==> src/shared/flash_host_pkg.sv <==
package flash_host_pkg;

   localparam int CLK_NS = 10;

   // pin timing of one bus cycle, in ns, then in clock cycles
   localparam int T_SETUP_NS = 10;
   localparam int T_PULSE_NS = 40;
   localparam int T_HOLD_NS = 10;
   localparam int T_ACC_NS = 70;
   localparam int T_GAP_NS = 20;

   function automatic int ns_to_cyc(input int ns);
      int c;
      c = (ns + CLK_NS - 1) / CLK_NS;
      return (c < 1) ? 1 : c;
   endfunction

   localparam int SETUP_CYC = ns_to_cyc(T_SETUP_NS);
   localparam int PULSE_CYC = ns_to_cyc(T_PULSE_NS);
   localparam int HOLD_CYC = ns_to_cyc(T_HOLD_NS);
   localparam int ACC_CYC = ns_to_cyc(T_ACC_NS);
   localparam int GAP_CYC = ns_to_cyc(T_GAP_NS);
   localparam int SYNC_CYC = 2;

   // command addresses and codes
   localparam logic [15:0] ADDR_UNLOCK1 = 16'h5555;
   localparam logic [15:0] ADDR_UNLOCK2 = 16'h2aaa;
   localparam logic [15:0] ADDR_LOCK_QUERY = 16'h0002;
   localparam logic [15:0] BOOT_TOP = 16'h1fff;
   localparam logic [7:0] CODE_UNLOCK1 = 8'haa;
   localparam logic [7:0] CODE_UNLOCK2 = 8'h55;
   localparam logic [7:0] CODE_SETUP = 8'h80;
   localparam logic [7:0] CODE_PROGRAM = 8'ha0;
   localparam logic [7:0] CODE_ID_ENTRY = 8'h90;
   localparam logic [7:0] CODE_ID_EXIT = 8'hf0;
   localparam logic [7:0] CODE_CHIP_ERASE = 8'h10;
   localparam logic [7:0] CODE_MAIN_ERASE = 8'h30;
   localparam logic [7:0] CODE_LOCKOUT = 8'h40;

   // register map
   localparam logic [7:0] REG_CTRL = 8'h00;
   localparam logic [7:0] REG_ADDR = 8'h04;
   localparam logic [7:0] REG_WDATA = 8'h08;
   localparam logic [7:0] REG_RDATA = 8'h0c;
   localparam logic [7:0] REG_STATUS = 8'h10;
   localparam int ST_BUSY = 0;
   localparam int ST_DONE = 1;
   localparam int ST_VERR = 2;
   localparam int ST_LOCK = 3;
   localparam int ST_IDMODE = 4;
   localparam logic [15:0] RST_WORD = 16'h0000;

   typedef enum logic [2:0] {
      OP_READ, OP_PROGRAM, OP_CHIP_ERASE, OP_MAIN_ERASE,
      OP_LOCKOUT, OP_ID_ENTRY, OP_ID_EXIT, OP_ID_EXIT_SHORT
   } op_e;

   typedef struct packed {
      logic wr;
      logic [15:0] addr;
      logic [15:0] data;
   } bus_req_s;

endpackage

==> src/bus_cycle.sv <==
`timescale 1ns/1ns
module bus_cycle (
   input wire logic ref_clk,
   input wire logic rst_n,
   input wire logic start,
   input flash_host_pkg::bus_req_s req,
   input wire logic [15:0] dq_sync,
   output logic done,
   output logic [15:0] rdata,
   output logic [15:0] addr_q,
   output logic ce_n_q,
   output logic oe_n_q,
   output logic we_n_q,
   output logic [15:0] dq_q,
   output logic dq_oe_q
);
   typedef enum logic [2:0] {B_IDLE, B_SETUP, B_STROBE, B_HOLD, B_GAP} bst_e;
   bst_e st_q, st_d;
   logic [7:0] cnt_q, cnt_d;
   logic wr_q, wr_d;
   logic [15:0] addr_d, dq_d, rdata_d;
   logic ce_n_d, oe_n_d, we_n_d, dq_oe_d, done_d;

   always_comb begin
      st_d = st_q;
      cnt_d = (cnt_q == 8'h00) ? 8'h00 : cnt_q - 8'h01;
      wr_d = wr_q;
      addr_d = addr_q;
      dq_d = dq_q;
      rdata_d = rdata;
      ce_n_d = ce_n_q;
      oe_n_d = oe_n_q;
      we_n_d = we_n_q;
      dq_oe_d = dq_oe_q;
      done_d = 1'b0;
      case (st_q)
         B_IDLE: begin
            if (start) begin
               // address settles before any strobe falls
               wr_d = req.wr;
               addr_d = req.addr;
               dq_d = req.data;
               dq_oe_d = req.wr;
               ce_n_d = 1'b0;
               cnt_d = 8'(flash_host_pkg::SETUP_CYC - 1);
               st_d = B_SETUP;
            end
         end
         B_SETUP: begin
            if (cnt_q == 8'h00) begin
               // writes never run with the output gate low
               we_n_d = !wr_q;
               oe_n_d = wr_q;
               cnt_d = wr_q ? 8'(flash_host_pkg::PULSE_CYC - 1)
                  : 8'(flash_host_pkg::ACC_CYC
                       + flash_host_pkg::SYNC_CYC - 1);
               st_d = B_STROBE;
            end
         end
         B_STROBE: begin
            if (cnt_q == 8'h00) begin
               // strobe rises first so data is caught before ce_n
               we_n_d = 1'b1;
               oe_n_d = 1'b1;
               if (!wr_q) begin
                  rdata_d = dq_sync;
               end
               cnt_d = 8'(flash_host_pkg::HOLD_CYC - 1);
               st_d = B_HOLD;
            end
         end
         B_HOLD: begin
            if (cnt_q == 8'h00) begin
               ce_n_d = 1'b1;
               dq_oe_d = 1'b0;
               cnt_d = 8'(flash_host_pkg::GAP_CYC - 1);
               st_d = B_GAP;
            end
         end
         B_GAP: begin
            if (cnt_q == 8'h00) begin
               done_d = 1'b1;
               st_d = B_IDLE;
            end
         end
         default: st_d = B_IDLE;
      endcase
   end

   always_ff @(posedge ref_clk or negedge rst_n) begin
      if (!rst_n) begin
         st_q <= B_IDLE;
         cnt_q <= 8'h00;
         wr_q <= 1'b0;
         addr_q <= 16'h0000;
         dq_q <= 16'h0000;
         rdata <= 16'h0000;
         ce_n_q <= 1'b1;
         oe_n_q <= 1'b1;
         we_n_q <= 1'b1;
         dq_oe_q <= 1'b0;
         done <= 1'b0;
      end else begin
         st_q <= st_d;
         cnt_q <= cnt_d;
         wr_q <= wr_d;
         addr_q <= addr_d;
         dq_q <= dq_d;
         rdata <= rdata_d;
         ce_n_q <= ce_n_d;
         oe_n_q <= oe_n_d;
         we_n_q <= we_n_d;
         dq_oe_q <= dq_oe_d;
         done <= done_d;
      end
   end
endmodule

==> src/flash_host.sv <==
// Local design decisions: the APB interface to the registers and the register addresses.
`timescale 1ns/1ns
// Notes on behaviour
// - main erase: six writes, last 30
// - word program is four writes
// - lockout needs fixed six-write sequence
// - exit identify mode after lock check
// - commands start with two unlock writes, except the single F0 identify exit
// - identify exit by single F0 allowed
module flash_host (
   input wire logic ref_clk,
   input wire logic rst_n,
   input wire logic psel,
   input wire logic penable,
   input wire logic pwrite,
   input wire logic [7:0] paddr,
   input wire logic [31:0] pwdata,
   output logic [31:0] prdata,
   output logic pready,
   output logic pslverr,
   output logic [15:0] flash_addr,
   output logic ce_n,
   output logic oe_n,
   output logic we_n,
   output logic [15:0] dq_o,
   output logic dq_oe,
   input wire logic [15:0] dq_i
);
   typedef enum logic [2:0] {S_IDLE, S_SEQ, S_SEQ_W, S_POLL, S_POLL_W} st_e;

   // step k of the write sequence for each command
   function automatic flash_host_pkg::bus_req_s seq_step(
      input flash_host_pkg::op_e op, input logic [2:0] k,
      input logic [15:0] ua, input logic [15:0] ud);
      flash_host_pkg::bus_req_s r;
      r.wr = 1'b1;
      r.addr = flash_host_pkg::ADDR_UNLOCK1;
      r.data = {8'h00, flash_host_pkg::CODE_UNLOCK1};
      case (k)
         3'd1: begin
            r.addr = flash_host_pkg::ADDR_UNLOCK2;
            r.data = {8'h00, flash_host_pkg::CODE_UNLOCK2};
         end
         3'd2: r.data = {8'h00, flash_host_pkg::CODE_SETUP};
         3'd4: begin
            r.addr = flash_host_pkg::ADDR_UNLOCK2;
            r.data = {8'h00, flash_host_pkg::CODE_UNLOCK2};
         end
         default: ;
      endcase
      case (op)
         flash_host_pkg::OP_READ: begin
            r.wr = 1'b0;
            r.addr = ua;
         end
         flash_host_pkg::OP_ID_EXIT_SHORT: begin
            r.addr = ua;
            r.data = {8'h00, flash_host_pkg::CODE_ID_EXIT};
         end
         flash_host_pkg::OP_PROGRAM: begin
            if (k == 3'd2) r.data = {8'h00, flash_host_pkg::CODE_PROGRAM};
            if (k == 3'd3) begin
               r.addr = ua;
               r.data = ud;
            end
         end
         flash_host_pkg::OP_ID_ENTRY: begin
            if (k == 3'd2) r.data = {8'h00, flash_host_pkg::CODE_ID_ENTRY};
         end
         flash_host_pkg::OP_ID_EXIT: begin
            if (k == 3'd2) r.data = {8'h00, flash_host_pkg::CODE_ID_EXIT};
         end
         flash_host_pkg::OP_CHIP_ERASE: begin
            if (k == 3'd5) r.data = {8'h00, flash_host_pkg::CODE_CHIP_ERASE};
         end
         flash_host_pkg::OP_MAIN_ERASE: begin
            if (k == 3'd5) r.data = {8'h00, flash_host_pkg::CODE_MAIN_ERASE};
         end
         flash_host_pkg::OP_LOCKOUT: begin
            if (k == 3'd5) r.data = {8'h00, flash_host_pkg::CODE_LOCKOUT};
         end
         default: ;
      endcase
      return r;
   endfunction

   function automatic logic [2:0] seq_len(input flash_host_pkg::op_e op);
      case (op)
         flash_host_pkg::OP_READ: return 3'd1;
         flash_host_pkg::OP_ID_EXIT_SHORT: return 3'd1;
         flash_host_pkg::OP_PROGRAM: return 3'd4;
         flash_host_pkg::OP_ID_ENTRY: return 3'd3;
         flash_host_pkg::OP_ID_EXIT: return 3'd3;
         default: return 3'd6;
      endcase
   endfunction

   function automatic logic needs_poll(input flash_host_pkg::op_e op);
      return op == flash_host_pkg::OP_PROGRAM
         || op == flash_host_pkg::OP_CHIP_ERASE
         || op == flash_host_pkg::OP_MAIN_ERASE
         || op == flash_host_pkg::OP_LOCKOUT;
   endfunction

   logic [15:0] dq_sync, bus_rdata;
   logic bus_done;
   st_e st_q, st_d;
   flash_host_pkg::op_e op_q, op_d;
   logic [2:0] idx_q, idx_d;
   logic start_q, start_d;
   flash_host_pkg::bus_req_s req_q, req_d;
   logic first_q, first_d, tog_q, tog_d;
   logic [15:0] uaddr_q, uaddr_d, wdata_q, wdata_d, rdata_q, rdata_d;
   logic done_q, done_d, verr_q, verr_d, lock_q, lock_d, idm_q, idm_d;
   logic [31:0] prdata_d;
   logic pready_d, pslverr_d, acc, wr_acc, finish;

   sync2 #(.WIDTH(16)) u_sync (
      .ref_clk(ref_clk),
      .rst_n(rst_n),
      .d(dq_i),
      .q(dq_sync)
   );

   bus_cycle u_bus (
      .ref_clk(ref_clk),
      .rst_n(rst_n),
      .start(start_q),
      .req(req_q),
      .dq_sync(dq_sync),
      .done(bus_done),
      .rdata(bus_rdata),
      .addr_q(flash_addr),
      .ce_n_q(ce_n),
      .oe_n_q(oe_n),
      .we_n_q(we_n),
      .dq_q(dq_o),
      .dq_oe_q(dq_oe)
   );

   assign acc = psel && penable && pready;
   assign wr_acc = acc && pwrite;

   // apb slave: one wait-free access phase, error on unmapped offsets
   always_comb begin
      pready_d = psel && !penable;
      pslverr_d = 1'b0;
      prdata_d = 32'h0000_0000;
      if (psel && !penable) begin
         case (paddr)
            flash_host_pkg::REG_CTRL: prdata_d = {29'h0, op_q};
            flash_host_pkg::REG_ADDR: prdata_d = {16'h0, uaddr_q};
            flash_host_pkg::REG_WDATA: prdata_d = {16'h0, wdata_q};
            flash_host_pkg::REG_RDATA: prdata_d = {16'h0, rdata_q};
            flash_host_pkg::REG_STATUS: prdata_d = {27'h0, idm_q, lock_q,
               verr_q, done_q, st_q != S_IDLE};
            default: pslverr_d = 1'b1;
         endcase
      end
   end

   always_comb begin
      st_d = st_q;
      op_d = op_q;
      idx_d = idx_q;
      start_d = 1'b0;
      req_d = req_q;
      first_d = first_q;
      tog_d = tog_q;
      uaddr_d = uaddr_q;
      wdata_d = wdata_q;
      rdata_d = rdata_q;
      verr_d = verr_q;
      lock_d = lock_q;
      idm_d = idm_q;
      finish = 1'b0;
      if (wr_acc && paddr == flash_host_pkg::REG_ADDR && st_q == S_IDLE)
         uaddr_d = pwdata[15:0];
      if (wr_acc && paddr == flash_host_pkg::REG_WDATA && st_q == S_IDLE)
         wdata_d = pwdata[15:0];
      case (st_q)
         S_IDLE: begin
            if (wr_acc && paddr == flash_host_pkg::REG_CTRL) begin
               op_d = flash_host_pkg::op_e'(pwdata[2:0]);
               idx_d = 3'd0;
               verr_d = 1'b0;
               st_d = S_SEQ;
            end
         end
         S_SEQ: begin
            // every step goes out unbroken, so the device never sees
            // a sequence it would have to drop
            req_d = seq_step(op_q, idx_q, uaddr_q, wdata_q);
            start_d = 1'b1;
            st_d = S_SEQ_W;
         end
         S_SEQ_W: begin
            if (bus_done) begin
               if (!req_q.wr) begin
                  rdata_d = bus_rdata;
                  if (idm_q && uaddr_q == flash_host_pkg::ADDR_LOCK_QUERY)
                     lock_d = bus_rdata[0];
               end
               if (idx_q + 3'd1 == seq_len(op_q)) begin
                  if (needs_poll(op_q)) begin
                     first_d = 1'b1;
                     st_d = S_POLL;
                  end else begin
                     finish = 1'b1;
                     st_d = S_IDLE;
                  end
                  if (op_q == flash_host_pkg::OP_ID_ENTRY) idm_d = 1'b1;
                  if (op_q == flash_host_pkg::OP_ID_EXIT
                      || op_q == flash_host_pkg::OP_ID_EXIT_SHORT)
                     idm_d = 1'b0;
               end else begin
                  idx_d = idx_q + 3'd1;
                  st_d = S_SEQ;
               end
            end
         end
         S_POLL: begin
            req_d = '{wr: 1'b0, addr: uaddr_q, data: 16'h0000};
            start_d = 1'b1;
            st_d = S_POLL_W;
         end
         S_POLL_W: begin
            if (bus_done) begin
               first_d = 1'b0;
               tog_d = bus_rdata[6];
               // two equal toggle bits in a row: operation over and this
               // read already holds true data
               if (!first_q && bus_rdata[6] == tog_q) begin
                  rdata_d = bus_rdata;
                  if (op_q == flash_host_pkg::OP_PROGRAM)
                     verr_d = bus_rdata != wdata_q;
                  finish = 1'b1;
                  st_d = S_IDLE;
               end else begin
                  st_d = S_POLL;
               end
            end
         end
         default: st_d = S_IDLE;
      endcase
      // hardware set beats the software clear in the same cycle
      done_d = finish || (done_q && !(wr_acc
         && paddr == flash_host_pkg::REG_STATUS
         && pwdata[flash_host_pkg::ST_DONE]));
   end

   always_ff @(posedge ref_clk or negedge rst_n) begin
      if (!rst_n) begin
         prdata <= 32'h0000_0000;
         pready <= 1'b0;
         pslverr <= 1'b0;
         st_q <= S_IDLE;
         op_q <= flash_host_pkg::OP_READ;
         idx_q <= 3'd0;
         start_q <= 1'b0;
         req_q <= '0;
         first_q <= 1'b0;
         tog_q <= 1'b0;
         uaddr_q <= flash_host_pkg::RST_WORD;
         wdata_q <= flash_host_pkg::RST_WORD;
         rdata_q <= flash_host_pkg::RST_WORD;
         done_q <= 1'b0;
         verr_q <= 1'b0;
         lock_q <= 1'b0;
         idm_q <= 1'b0;
      end else begin
         prdata <= prdata_d;
         pready <= pready_d;
         pslverr <= pslverr_d;
         st_q <= st_d;
         op_q <= op_d;
         idx_q <= idx_d;
         start_q <= start_d;
         req_q <= req_d;
         first_q <= first_d;
         tog_q <= tog_d;
         uaddr_q <= uaddr_d;
         wdata_q <= wdata_d;
         rdata_q <= rdata_d;
         done_q <= done_d;
         verr_q <= verr_d;
         lock_q <= lock_d;
         idm_q <= idm_d;
      end
   end
endmodule

==> src/sync2.sv <==
`timescale 1ns/1ns
module sync2 #(
   parameter int WIDTH = 16
) (
   input wire logic ref_clk,
   input wire logic rst_n,
   input wire logic [WIDTH-1:0] d,
   output logic [WIDTH-1:0] q
);
   logic [WIDTH-1:0] meta_q;

   always_ff @(posedge ref_clk or negedge rst_n) begin
      if (!rst_n) begin
         meta_q <= '0;
         q <= '0;
      end else begin
         meta_q <= d;
         q <= meta_q;
      end
   end
endmodule

==> config.mk <==
export PLATFORM = sky130hd
export DESIGN_NAME = flash_host
export DESIGN_NICKNAME = d
export VERILOG_FILES = /design/src/shared/flash_host_pkg.sv /design/src/bus_cycle.sv /design/src/flash_host.sv /design/src/sync2.sv
export SDC_FILE = /design/constraint.sdc
export NUM_CORES = 1
export LEC_CHECK = 0
export BUFFER_PORTS_ARGS = -buffer_cell sky130_fd_sc_hd__buf_2
export CAP_MARGIN = 20
export CORE_ASPECT_RATIO = 1.25
export CORE_MARGIN = 3
export CORE_UTILIZATION = 35
export CTS_CLUSTER_DIAMETER = 40
export DETAILED_ROUTE_END_ITERATION = 8
export GPL_TIMING_DRIVEN = 0
export SYNTH_ARGS = -nofsm -noshare
export SYNTH_HDL_FRONTEND = slang
export SYNTH_SLANG_ARGS = --single-unit
==> constraint.sdc <==
create_clock -name ref_clk -period 3.47 [get_ports ref_clk]
set_input_delay 0.694 -clock ref_clk [delete_from_list [all_inputs] [get_ports ref_clk]]
set_output_delay 0.694 -clock ref_clk [all_outputs]
set_load 0.02 [all_outputs]
# Word level (Yosys, flattened, before mapping)
# Cells that the tools add are included.
[op_classes]
eq_ne = 42
mux = 80
n_bitwise = 2
addsub = 2
n_reduce_logical = 55
[op_table]
columns = ["op", "n"]
rows = [
  ["$mux 16", 10],
  ["$pmux 16 s7", 1],
  ["$pmux 16 s5", 1],
  ["$pmux 33 s2", 1],
  ["$mux 32", 2],
  ["$pmux 16 s2", 2],
  ["$mux 3", 14],
  ["$mux 8", 5],
  ["$pmux 8 s4", 1],
  ["$pmux 3 s5", 2],
  ["$mux 1", 27],
  ["$eq 3x2->1 const B", 8],
  ["$eq 3x3->1 const B", 8],
  ["$reduce_and 5->1", 4],
  ["$eq 16x2->1 const B", 1],
  ["$eq 8x4->1 const B", 2],
  ["$logic_not 8->1", 2],
  ["$ne 16x16->1", 1],
  ["$pmux 8 s2", 1],
  ["$mux 15", 1],
  ["$logic_and 1x1->1", 14],
  ["$ne 2x1->1 const B", 7],
  ["$ne 2x2->1 const B", 7],
  ["$pmux 1 s2", 7],
  ["22 further kinds", 52],
]
[word_totals]
reg_bits = 228
in_bits = 61
output_inout_bits = 70

# Longest topological paths before layout
# Gate-level depths: netlist (run 1).
[depth]
depth_word = 10
mapped_depth = 8
depth_no_buf = 7

# Hierarchy
# From an unflattened synthesis (run 1), not the netlist that was laid out.
[unflattened]
cells_unflattened = 780
hier_area_um2 = 9555.4
[by_module_without_submodules]
columns = ["module", "seq_area_each_um2", "instances", "area_per_inst_um2", "cells_each"]
rows = [
  ["flash_host", 2877.8, 1, 5967.0, 548],
  ["bus_cycle", 1630.3, 1, 2787.7, 200],
  ["sync2", 800.8, 1, 800.8, 32],
]

# Worst setup path before layout (run 1)
# No wires, ideal clock.
[synth_path]
kind = "input -> register"
start = "input port paddr[1]"
end = "register wdata_q[10]"
stages = 6
arrival_ns = 2.442
required_time_ns = 3.345
setup_ns = 0.125
slack_ns = 0.904
cell_sequence = "or4_4 -> or2_4 -> nor4_4 -> nand2_2 -> clkbuf_8 -> mux2_2"
[synth_between]
elab_chain_len = 3
[synth_lines]
columns = ["item", "line_no", "text"]
rows = [
  ["from (decl)", "flash_host.sv:16", "input wire logic [7:0] paddr,"],
  ["$eq 8x4->1", "flash_host.sv:179", "if (wr_acc && paddr == flash_host_pkg::REG_WDATA && st_q == S_IDLE)"],
  ["$logic_and 1x1->1 (2 in a row)", "flash_host.sv:179", ""],
  ["to (signal assigned)", "flash_host.sv:265", "wdata_q <= flash_host_pkg::RST_WORD;"],
  ["to (signal assigned)", "flash_host.sv:283", "wdata_q <= wdata_d;"],
  ["to (decl)", "flash_host.sv:113", "logic [15:0] uaddr_q, uaddr_d, wdata_q, wdata_d, rdata_q, rdata_d;"],
]
# Every way passes these cells.
# A chain may end at the register's enable or synchronous reset.

# Final worst setup path (run 1)
[layout_path]
start = "register idx_q[2]"
end = "register idx_q[2]"
[layout_between]
elab_chain_len = 4
word_cells_on_any_way = 7
classes_between = "add/sub: 1; eq/ne: 2; mux: 3; reduce/logical: 1"
[layout_lines]
columns = ["item", "line_no", "text"]
rows = [
  ["from (decl)", "flash_host.sv:109", "logic [2:0] idx_q, idx_d;"],
  ["from (signal assigned)", "flash_host.sv:277", "idx_q <= idx_d;"],
  ["$add 3x1->3 (*)", "flash_host.sv:204, flash_host.sv:217", ""],
  ["$eq 3x3->1 or $mux 3 (tied branches)", "flash_host.sv:204", "if (idx_q + 3'd1 == seq_len(op_q)) begin"],
  ["$ne 2x2->1 (no line) or $mux 3 (tied branches)", "--", ""],
  ["$reduce_and 4->1 (no line) or $pmux 3 s2 (tied branches)", "--", ""],
]
# Mark *: on every way between the ends. The rest lies on a longest branch, timed or not. The select of a mux whose other input is x is not followed.

==> impl_results.md, run 1 <==
* Outcome: finished clean
* Initial DRT Pass Iterations at 5
* Die area at 28800 um2
* Sink Count at 212
* CP endpoint kind: flop
* Count of final hold-check violations at 0
* Port Buf Inserts at 97
* Syn Area/Cell at 11.8 um2
* Synth area leaders: dfrtp_1 (56%), mux2_2 (14%), o21ai_0 (2.8%)
* Post-DP HPWL at 16.7 mm
* Final Skew at 0.0103 ns
* Routed WL at 22.8 mm
* Worst EP arrival at 3.16 ns
* Synth Cell Area at 9370 um2
* Setup_tns at 0 ns
* Worst Hold Class: input port to asynchronous set/reset pin
* Die span in x at 152 um
* Global route total overflow at 0
* Max-cap violations at 0
* Synth area leader: dfrtp_1
* CTS tree: built
* Crit-path max FO at 10
* Post-synthesis sequential area ratio at 56.7%
* Period minus WS final at 2.74 ns
* Top_reg_cell synth: dfrtp_1
* Initial core utilization at 35.8%
* Die Y at 189 um
* Slew Limit Fails at 0
* Bufs on Longest Clock Path at 3
* Async S/R FF share, synth at 100%
* LEAKAGE at 5.63 nW
* DR DRC count at 0
* First-pass GRT wire length at 36.8 mm
* TritonCTS Buffers at 30
* Most frequent cell after synthesis: dfrtp_1
* Vias at 6544
* Initial drt markers at 356
* RSZ-0062 raised after global routing: false
* Crit share post-route at 79.1%
* Max-slew headroom at 31.7%
* Post-CTS Hold Fix Bufs at 0
* Remaining antenna violation count after routing at 0
* Clk pin slew, worst setup/hold paths at 0.06 ns
* Core area at 26200 um2
* Overall Global Routing Usage at 15.6%
* Antenna cells at 0
* # IOs at 131
* Synth top area share at 55.8%
* Root buf cell: clkbuf_16
* Vias in the first global route at 6682
* EDFF count, synth at 0
* Post-CTS setup buffers at 0
* Synth Instances at 791
* Pin count of the biggest net entering global routing at 92
* Hold Worst Slack at 0.0434 ns
* Synth warn at 0
* Yosys cell types at 71
* Row cnt at 66
* Max Fclk at 0.365 GHz
* Peak VDD IR at 0.326 mV
* Via density at 5.03
* Antenna violations before repair at 0
* Fin nets at 1005
* Share of cells above drive strength 1 at 30.7%
* Startpoint Class: flop
* H-tree depth at 1
* CTS resizes at 0
* Worst EP required at 3.88 ns
* Worst-margin pin slew at 1.02 ns
* RePlAce Congestion at 0.861
* Critical path class: flop to flop
* Area Growth Syn to Fin at 21.5%
* Endpoints failing setup at 0
* Worst skew pair latency at 0.53 ns
* Yosys reg bits at 212
* Pwr/cell area at 518 nW/um2
* Routed len/inst at 17.5 um
* Commonest cells post-synth: dfrtp_1 (209), mux2_2 (115), nand2_1 (59), o21ai_0 (53), nor2_1 (47)
==> cells by family (layout without fill, tap and decap cells) <==
group / after synthesis / in the layout / share of synthesized area [%]
buffers and inverters: 69 / 223 / 3.59
AND/OR/NAND/NOR: 196 / 196 / 10.8
adder cells (fa/ha/maj): 7 / 7 / 0.935
flip-flops: 212 / 212 / 56.7
other: 1 / 16 / 0.0400
AO/OA/AOI/OAI: 165 / 165 / 11.6
multiplexers: 120 / 120 / 14.4
XOR/XNOR: 21 / 21 / 1.96
==> worst paths after layout <==
| path | from | end | slack (ns) | depth (start not counted) |
|---|---|---|---|---|
| setup / recovery | idx_q[2]$_DFFE_PN0P_ | idx_q[2]$_DFFE_PN0P_ | 0.73 | 8 |
| hold / removal | rst_n | u_bus.dq_q[13]$_DFFE_PN0P_ | 0.04 | 1 |
| setup reg to reg | idx_q[2]$_DFFE_PN0P_ | idx_q[2]$_DFFE_PN0P_ | 0.73 | 8 |
| hold reg to reg | u_sync.meta_q[11]$_DFF_PN0_ | u_sync.q[11]$_DFF_PN0_ | 0.34 | 0 |
| max in group asynchronous | rst_n | u_bus.we_n_q$_DFFE_PN1P_ | 2.68 | 2 |
| min in group ref_clk | dq_i[9] | u_sync.meta_q[9]$_DFF_PN0_ | 0.26 | 1 |
==> cells in the final DEF, fill, tap and decap left out, types with 15 or more instances in the layout <==
| cell type | count |
|---|---|
| a22oi_1 | 15 |
| buf_4 | 16 |
| nand2_1 | 59 |
| buf_2 | 96 |
| clkbuf_1 | 40 |
| conb_1 | 16 |
| dfrtp_1 | 209 |
| nor2_1 | 47 |
| clkbuf_16 | 31 |
| a21oi_1 | 28 |
| xor2_1 | 19 |
| o21ai_0 | 53 |
| mux2_2 | 115 |
==> power by group <==
group | switching, W | internal (W) | leakage [nW]
registers | 0.0000548 | 0.00255 | 2.85
logic | 0.000208 | 0.000149 | 2.30
clock network | 0.00117 | 0.00176 | 0.477
==> worst max-delay path, cell delays in order, from the launching register on <==
cell      delay, ns
dfrtp_1        0.41
clkbuf_1       0.34
inv_1          0.11
ha_1           0.39
inv_1          0.08
o41a_1         0.37
a211o_1        0.37
nand2_1        0.19
mux2_2         0.36
==> sequential cells by signal, indices dropped and copies added (netlist names), 3 cells and up <==
| signal | flops |
|---|---|
| idx_q | 3 |
| op_q | 3 |
| uaddr_q | 16 |
| u_sync.q | 16 |
| rdata_q | 16 |
| u_bus.addr_q | 16 |
| u_bus.rdata | 16 |
| u_sync.meta_q | 16 |
| st_q | 3 |
| u_bus.st_q | 3 |
| u_bus.dq_q | 16 |
| u_bus.cnt_q | 8 |
| wdata_q | 16 |
| req_q | 33 |
| prdata | 16 |
==> cell type report <==
| class | instances | area [um2] |
|---|---|---|
| plain buffers | 57 | 292 |
| flip-flops and latches | 212 | 5310 |
| clock buffers | 35 | 801 |
| multi-input cells | 525 | 3780 |
| repair buffers | 99 | 551 |
| inverters | 12 | 45.0 |
| well taps | 340 | 425 |
| clock inverters | 20 | 184 |
| fillers | 2460 | 14800 |
==> stage by stage <==
stage | worst slack, ns | instance area (um2) | total power, W | util, % | std cells
2_1_floorplan | 0.904 | 9420 | 0.00286 | - | 806
3_3_place_gp | -1.92 | 10300 | 0.00300 | 39.5 | 1243
3_5_place_dp | 0.282 | 10400 | 0.00301 | 39.7 | 1245
4_1_cts | 0.683 | 11400 | 0.00597 | 43.5 | 1300
5_1_grt | 0.487 | 11400 | 0.00616 | 43.5 | 1300
6_report | 0.727 | 11400 | 0.00589 | 43.5 | 1300
==> per-layer routing <==
layer  vias up  wire length [um]  part of all wire [%]  global-route usage (%)
met5         -                 0                     0                       0
met4         0               706                   3.1                    4.98
met3        53              1180                   5.2                    2.61
met2       195             10800                    47                    25.9
met1      3182             10100                    44                    20.9
li1       3114                 -                     -                       -
(Power assumes the default switching activity.)
==> run 2: changes to the inputs <==
clock period = 2.75 ns   (was 3.47 ns; I/O delays follow)
==> run 2 against run 1 <==
- hold slack better by 0.073 ns
- power up 26%
- non-clock buffer count unchanged
- first-iteration DRC count down 8.1%
- routed wire length about the same
- flip-flop and latch count unchanged
- maximum frequency up 5.6%
- sequential power up 27%
- die area unchanged
- critical path depth down 1
==> impl_results.md, run 2 (synthesis results as in run 1) <==
* Outcome: finished clean
* Via density at 5.03
* Top reg by flops: req_q
* Pwr/cell area at 653 nW/um2
* Commonest non-fill, non-tap cell in the layout: dfrtp_1
* Worst EP required at 3.17 ns
* Slowest CP cell: dfrtp_1
* Worst path max stage delay at 0.48 ns
* Port Buf Inserts at 97
* Top Family by Delay on Critical Path: compound AO/OA/AOI/OAI gates
* Most used cell, CP: ha_1
* Period minus WS final at 2.60 ns
* Max-slew headroom at 31.0%
* Startpoint Class: flop
* First-pass GRT wire length at 36.8 mm
* Crit-path max FO at 10
* LEAKAGE at 5.63 nW
* Critical path class: flop to flop
* Worst EP arrival at 3.01 ns
* TritonCTS Buffers at 30
* Initial core utilization at 35.8%
* Area Growth Syn to Fin at 21.7%
* CTS tree: built
* Peak VDD IR at 0.410 mV
* Count of final hold-check violations at 0
* CP endpoint kind: flop
* Die span in x at 152 um
* Routed WL at 22.8 mm
* Antenna violations before repair at 0
* Share of cells above drive strength 1 at 30.9%
* Worst Hold Class: input port to flop
* Post-DP HPWL at 16.7 mm
* H-tree depth at 1
* Pin count of the biggest net entering global routing at 92
* Remaining antenna violation count after routing at 0
* Worst skew pair latency at 0.54 ns
* Post-CTS setup buffers at 0
* Max Fclk at 0.385 GHz
* Clk pin slew, worst setup/hold paths at 0.05 ns
* Cell Chain, Critical Path: ha_1, ha_1, inv_1, o41a_1, a211o_1, nand2_1, mux2_2
* Routed len/inst at 17.5 um
* Sink Count at 212
* Initial drt markers at 327
* Final Skew at 0.0101 ns
* # IOs at 131
* Commonest non-fill, non-tap cells in the layout: dfrtp_1 (209), mux2_2 (115), buf_2 (96)
* Global route total overflow at 0
* Max reg flops at 33
* RSZ-0062 raised after global routing: false
* RePlAce Congestion at 0.861
* Crit share post-route at 94.4%
* Overall Global Routing Usage at 15.6%
* Vias at 6541
* Initial DRT Pass Iterations at 5
* Worst setup margin at 0.153 ns
* Max-cap violations at 0
* Worst-margin pin slew at 1.03 ns
* Placed Area at 10400 um2
* Number of fill cells at 2456
* Root buf cell: clkbuf_16
* Dpl ws at -0.294 ns
* Vias in the first global route at 6678
* Final Cell Area at 11400 um2
* Row cnt at 66
* Endpoints failing setup at 0
* Fin nets at 1005
* DR DRC count at 0
* Worst R2R Setup Slack at 0.15 ns
* Bufs on Longest Clock Path at 3
* Core area at 26200 um2
* Slew Limit Fails at 0
* Antenna cells at 0
* Number of buffers and inverters on the critical path at 1
* Die Y at 189 um
* Die area at 28800 um2
## run 2: changes by cell type in the layout (fill, tap and decap cells not counted)
cell and delta:
dlygate4sd3_1 +1, nor3b_1 -1, nor3b_2 +1, nand2_2 +1, nand2_1 -1, clkbuf_1 -1
## run 2: metrics by stage
stage	power, W	setup TNS, ns	hold slack, ns	std cells	util [%]
2_1_floorplan	0.00361	0	0.254	806	-
5_1_grt	0.00778	0	0.0859	1300	43.5
3_3_place_gp	0.00378	-523.26	0.332	1243	39.5
4_1_cts	0.00753	0	0.0938	1300	43.5
3_5_place_dp	0.00380	-0.948	0.335	1245	39.7
6_report	0.00744	0	0.116	1300	43.5
## run 2: path summary, 6_finish.rpt
| kind | start | end | depth (start not counted) |
|---|---|---|---|
| max | idx_q[0]$_DFFE_PN0P_ | idx_q[2]$_DFFE_PN0P_ | 7 |
| min | dq_i[2] | u_sync.meta_q[2]$_DFF_PN0_ | 1 |
| max reg2reg | idx_q[0]$_DFFE_PN0P_ | idx_q[2]$_DFFE_PN0P_ | 7 |
| min reg2reg | u_sync.meta_q[11]$_DFF_PN0_ | u_sync.q[11]$_DFF_PN0_ | 0 |
| max in group asynchronous | rst_n | u_bus.we_n_q$_DFFE_PN1P_ | 3 |
| min in group asynchronous | rst_n | u_bus.dq_q[13]$_DFFE_PN0P_ | 2 |
## run 2: layer usage
layer,GRT usage (%),part of all wire (%)
met1,20.9,45
met2,25.9,47
met3,2.61,5.0
met4,4.98,2.9
met5,0,0
## run 2: cell type report
cell class	count	area (um2)	share of cell area [%]
Clock inverter	20	184	1.61
Sequential cell	212	5310	46.6
Timing Repair Buffer	100	561	4.92
Buffer	56	288	2.52
Clock buffer	35	801	7.03
Tap cell	340	425	3.73
Multi-Input combinational cell	525	3790	33.2
Inverter	12	45.0	0.395
## run 2: worst register-to-register path, delay by kind of cell, from the launching register on
family / cells / cell delay (ns)
AO/OA/AOI/OAI: 2 / 0.74
flip-flops: 1 / 0.48
multiplexers: 1 / 0.36
AND/OR/NAND/NOR: 1 / 0.19
buffers and inverters: 1 / 0.08
adder cells (fa/ha/maj): 2 / 0.63
## run 2: what timing repair did
action                                 4_1_cts  5_1_grt
endpoints found under the hold margin       39        0
setup endpoints to repair                   11       10
resized for setup                            1        1
hold buffers                                 1        0
## run 2: where the power goes
part	internal [W]	total, W	leakage (nW)	switching (W)
clock network	0.00222	0.00370	0.477	0.00148
logic	0.000191	0.000454	2.31	0.000263
registers	0.00322	0.00329	2.85	0.0000714
total	0.00563	0.00744	5.63	0.00181
==> run 3: changes to the inputs <==
PLACE_DENSITY = 0.57   (was not set)
clock period = 3.2 ns   (was 2.75 ns; I/O delays follow)
==> run 3 against run 2 <==
- non-clock buffer count shrank 1
- first-iteration DRC count shrank 28%
- die area is the same
- clock skew is essentially flat
- maximum frequency shrank 6.4%
- final area is essentially flat
- sequential share of layout area is essentially flat
==> impl_results.md, run 3 (synthesis results as in run 1) <==
* Most used cell, CP: inv_1
* Initial drt markers at 237
* Register share of total power at 43.7%
* Top reg by flops: req_q
* Area occupied by multi-input gates at 3780 um2
* Worst path max stage delay at 0.41 ns
* Worst Hold Class: input port to asynchronous set/reset pin
* Fin nets at 1005
* Share of cells above drive strength 1 at 30.8%
* Die span in x at 152 um
* Die Y at 189 um
* Max-slew headroom at 38.0%
* Number of buffers and inverters on the critical path at 3
* Initial DRT Pass Iterations at 4
* H-tree depth at 1
* Worst EP required at 3.62 ns
* Crit share post-route at 86.7%
* Vias at 6570
* Sw frac at 24.6%
* Root buf cell: clkbuf_16
* Period minus WS final at 2.77 ns
* Int Pwr at 0.00487 W
* Die area at 28800 um2
* Count of final hold-check violations at 0
* Slew Limit Fails at 0
* TritonCTS Buffers at 31
* Bufs on Longest Clock Path at 3
* Number of fill cells at 2509
* Global route total overflow at 0
* LEAKAGE at 5.64 nW
* Top Family by Delay on Critical Path: compound AO/OA/AOI/OAI gates
* Dpl ws at 0.133 ns
* Worst setup margin at 0.426 ns
* Placed Area at 10400 um2
* Critical path class: flop to flop
* Worst skew pair latency at 0.54 ns
* Commonest non-fill, non-tap cell in the layout: dfrtp_1
* Crit-path max FO at 10
* Pwr/cell area at 568 nW/um2
* Critical path depth at 8
* Port Buf Inserts at 97
* Routed len/inst at 17.5 um
* Clk pin slew, worst setup/hold paths at 0.05 ns
* Post-CTS setup buffers at 0
* RSZ-0062 raised after global routing: false
* Slowest CP cell: dfrtp_1
* Clock share of power at 50.3%
* Routed WL at 22.8 mm
* Outcome: finished clean
* Overall Global Routing Usage at 15.6%
* RePlAce Congestion at 0.861
* Final Skew at 0.00979 ns
* Setup_tns at 0 ns
* Max Fclk at 0.360 GHz
* Row cnt at 66
* Antenna cells at 0
* Max reg flops at 33
* Comb power frac at 6.0%
* Sink Count at 212
* R2R cell count at 8
* Commonest non-fill, non-tap cells in the layout: dfrtp_1 (209), mux2_2 (115), buf_2 (96)
* Antenna violations before repair at 1
* DR DRC count at 0
* CTS tree: built
* Worst R2R Setup Slack at 0.43 ns
* Sw Pwr at 0.00159 W
* Final Cell Area at 11400 um2
* Peak VDD IR at 0.373 mV
* Post-CTS Hold Fix Bufs at 0
* Pin count of the biggest net entering global routing at 116
* Startpoint Class: flop
* # IOs at 131
* Cell Chain, Critical Path: clkbuf_1, inv_1, ha_1, inv_1, o41a_1, a211o_1, nand2_1, mux2_2
* Initial core utilization at 35.8%
* FF-to-FF Start: idx_q[2]$_DFFE_PN0P_
* Endpoints failing setup at 0
* Area Growth Syn to Fin at 21.6%
* Via density at 5.06
* Storage element area at 5310 um2
* Remaining antenna violation count after routing at 0
* Hold Worst Slack at 0.111 ns
* Max-cap violations at 0
* CTS resizes at 0
* CP endpoint kind: flop
* RR Endpoint: idx_q[2]$_DFFE_PN0P_
* Vias in the first global route at 6660
* Worst-margin pin slew at 0.921 ns
* First-pass GRT wire length at 36.7 mm
* Core area at 26200 um2
* Worst EP arrival at 3.20 ns
* Post-DP HPWL at 16.6 mm
-- run 3: cell types whose count changed in the layout (fill, tap and decap cells not counted), sizes merged --
cell / previous run / this run
inv: 21 / 23
clkbuf: 72 / 73
clkinv: 6 / 8
buf: 118 / 117
dlygate4sd3: 1 / 0
clkinvlp: 4 / 0
-- run 3: layout make-up --
type / count / share of cell area [%]
flip-flops and latches: 212 / 46.6
multi-input cells: 525 / 33.2
clock buffers: 35 / 7.12
repair buffers: 98 / 4.59
well taps: 340 / 3.74
plain buffers: 57 / 2.56
clock inverters: 20 / 1.79
inverters: 12 / 0.396
-- run 3: routing by layer --
metal	wire (um)	part of all wire, %	global-route usage (%)
met4	568	2.5	4.74
met5	7	0.031	0
met2	10800	48	25.9
met1	10200	45	21.1
met3	1190	5.2	2.79
-- run 3: worst max-delay path by stage --
| stage | start | to | slack [ns] |
|---|---|---|---|
| 2_1_floorplan | paddr[1] | wdata_q[10]$_DFFE_PN0P_ | 0.69 |
| 3_3_place_gp | rst_n | u_sync.meta_q[2]$_DFF_PN0_ | -2.20 |
| 3_5_place_dp | paddr[1] | verr_q$_DFFE_PN0P_ | 0.13 |
| 4_1_cts | u_bus.cnt_q[0]$_DFF_PN0_ | u_bus.rdata[13]$_DFFE_PN0P_ | 0.41 |
| 5_1_grt | u_bus.cnt_q[0]$_DFF_PN0_ | u_bus.rdata[13]$_DFFE_PN0P_ | 0.22 |
| 6_report | idx_q[2]$_DFFE_PN0P_ | idx_q[2]$_DFFE_PN0P_ | 0.43 |
-- run 3: through the flow --
stage | instances | utilization (%) | total power, W
6_report | 1299 | 43.5 | 0.00646
5_1_grt | 1299 | 43.5 | 0.00675
4_1_cts | 1299 | 43.5 | 0.00654
3_5_place_dp | 1244 | 39.6 | 0.00326
3_3_place_gp | 1243 | 39.5 | 0.00325
2_1_floorplan | 806 | - | 0.00310
-- run 3: power by group through the flow --
stage / logic [W] / registers (W) / clock network [W]
floorplan: 0.000247 / 0.00286 / 0
global placement: 0.000378 / 0.00287 / 0
detailed placement: 0.000388 / 0.00287 / 0
CTS: 0.000392 / 0.00282 / 0.00333
global route: 0.000440 / 0.00284 / 0.00347
finish: 0.000385 / 0.00282 / 0.00325
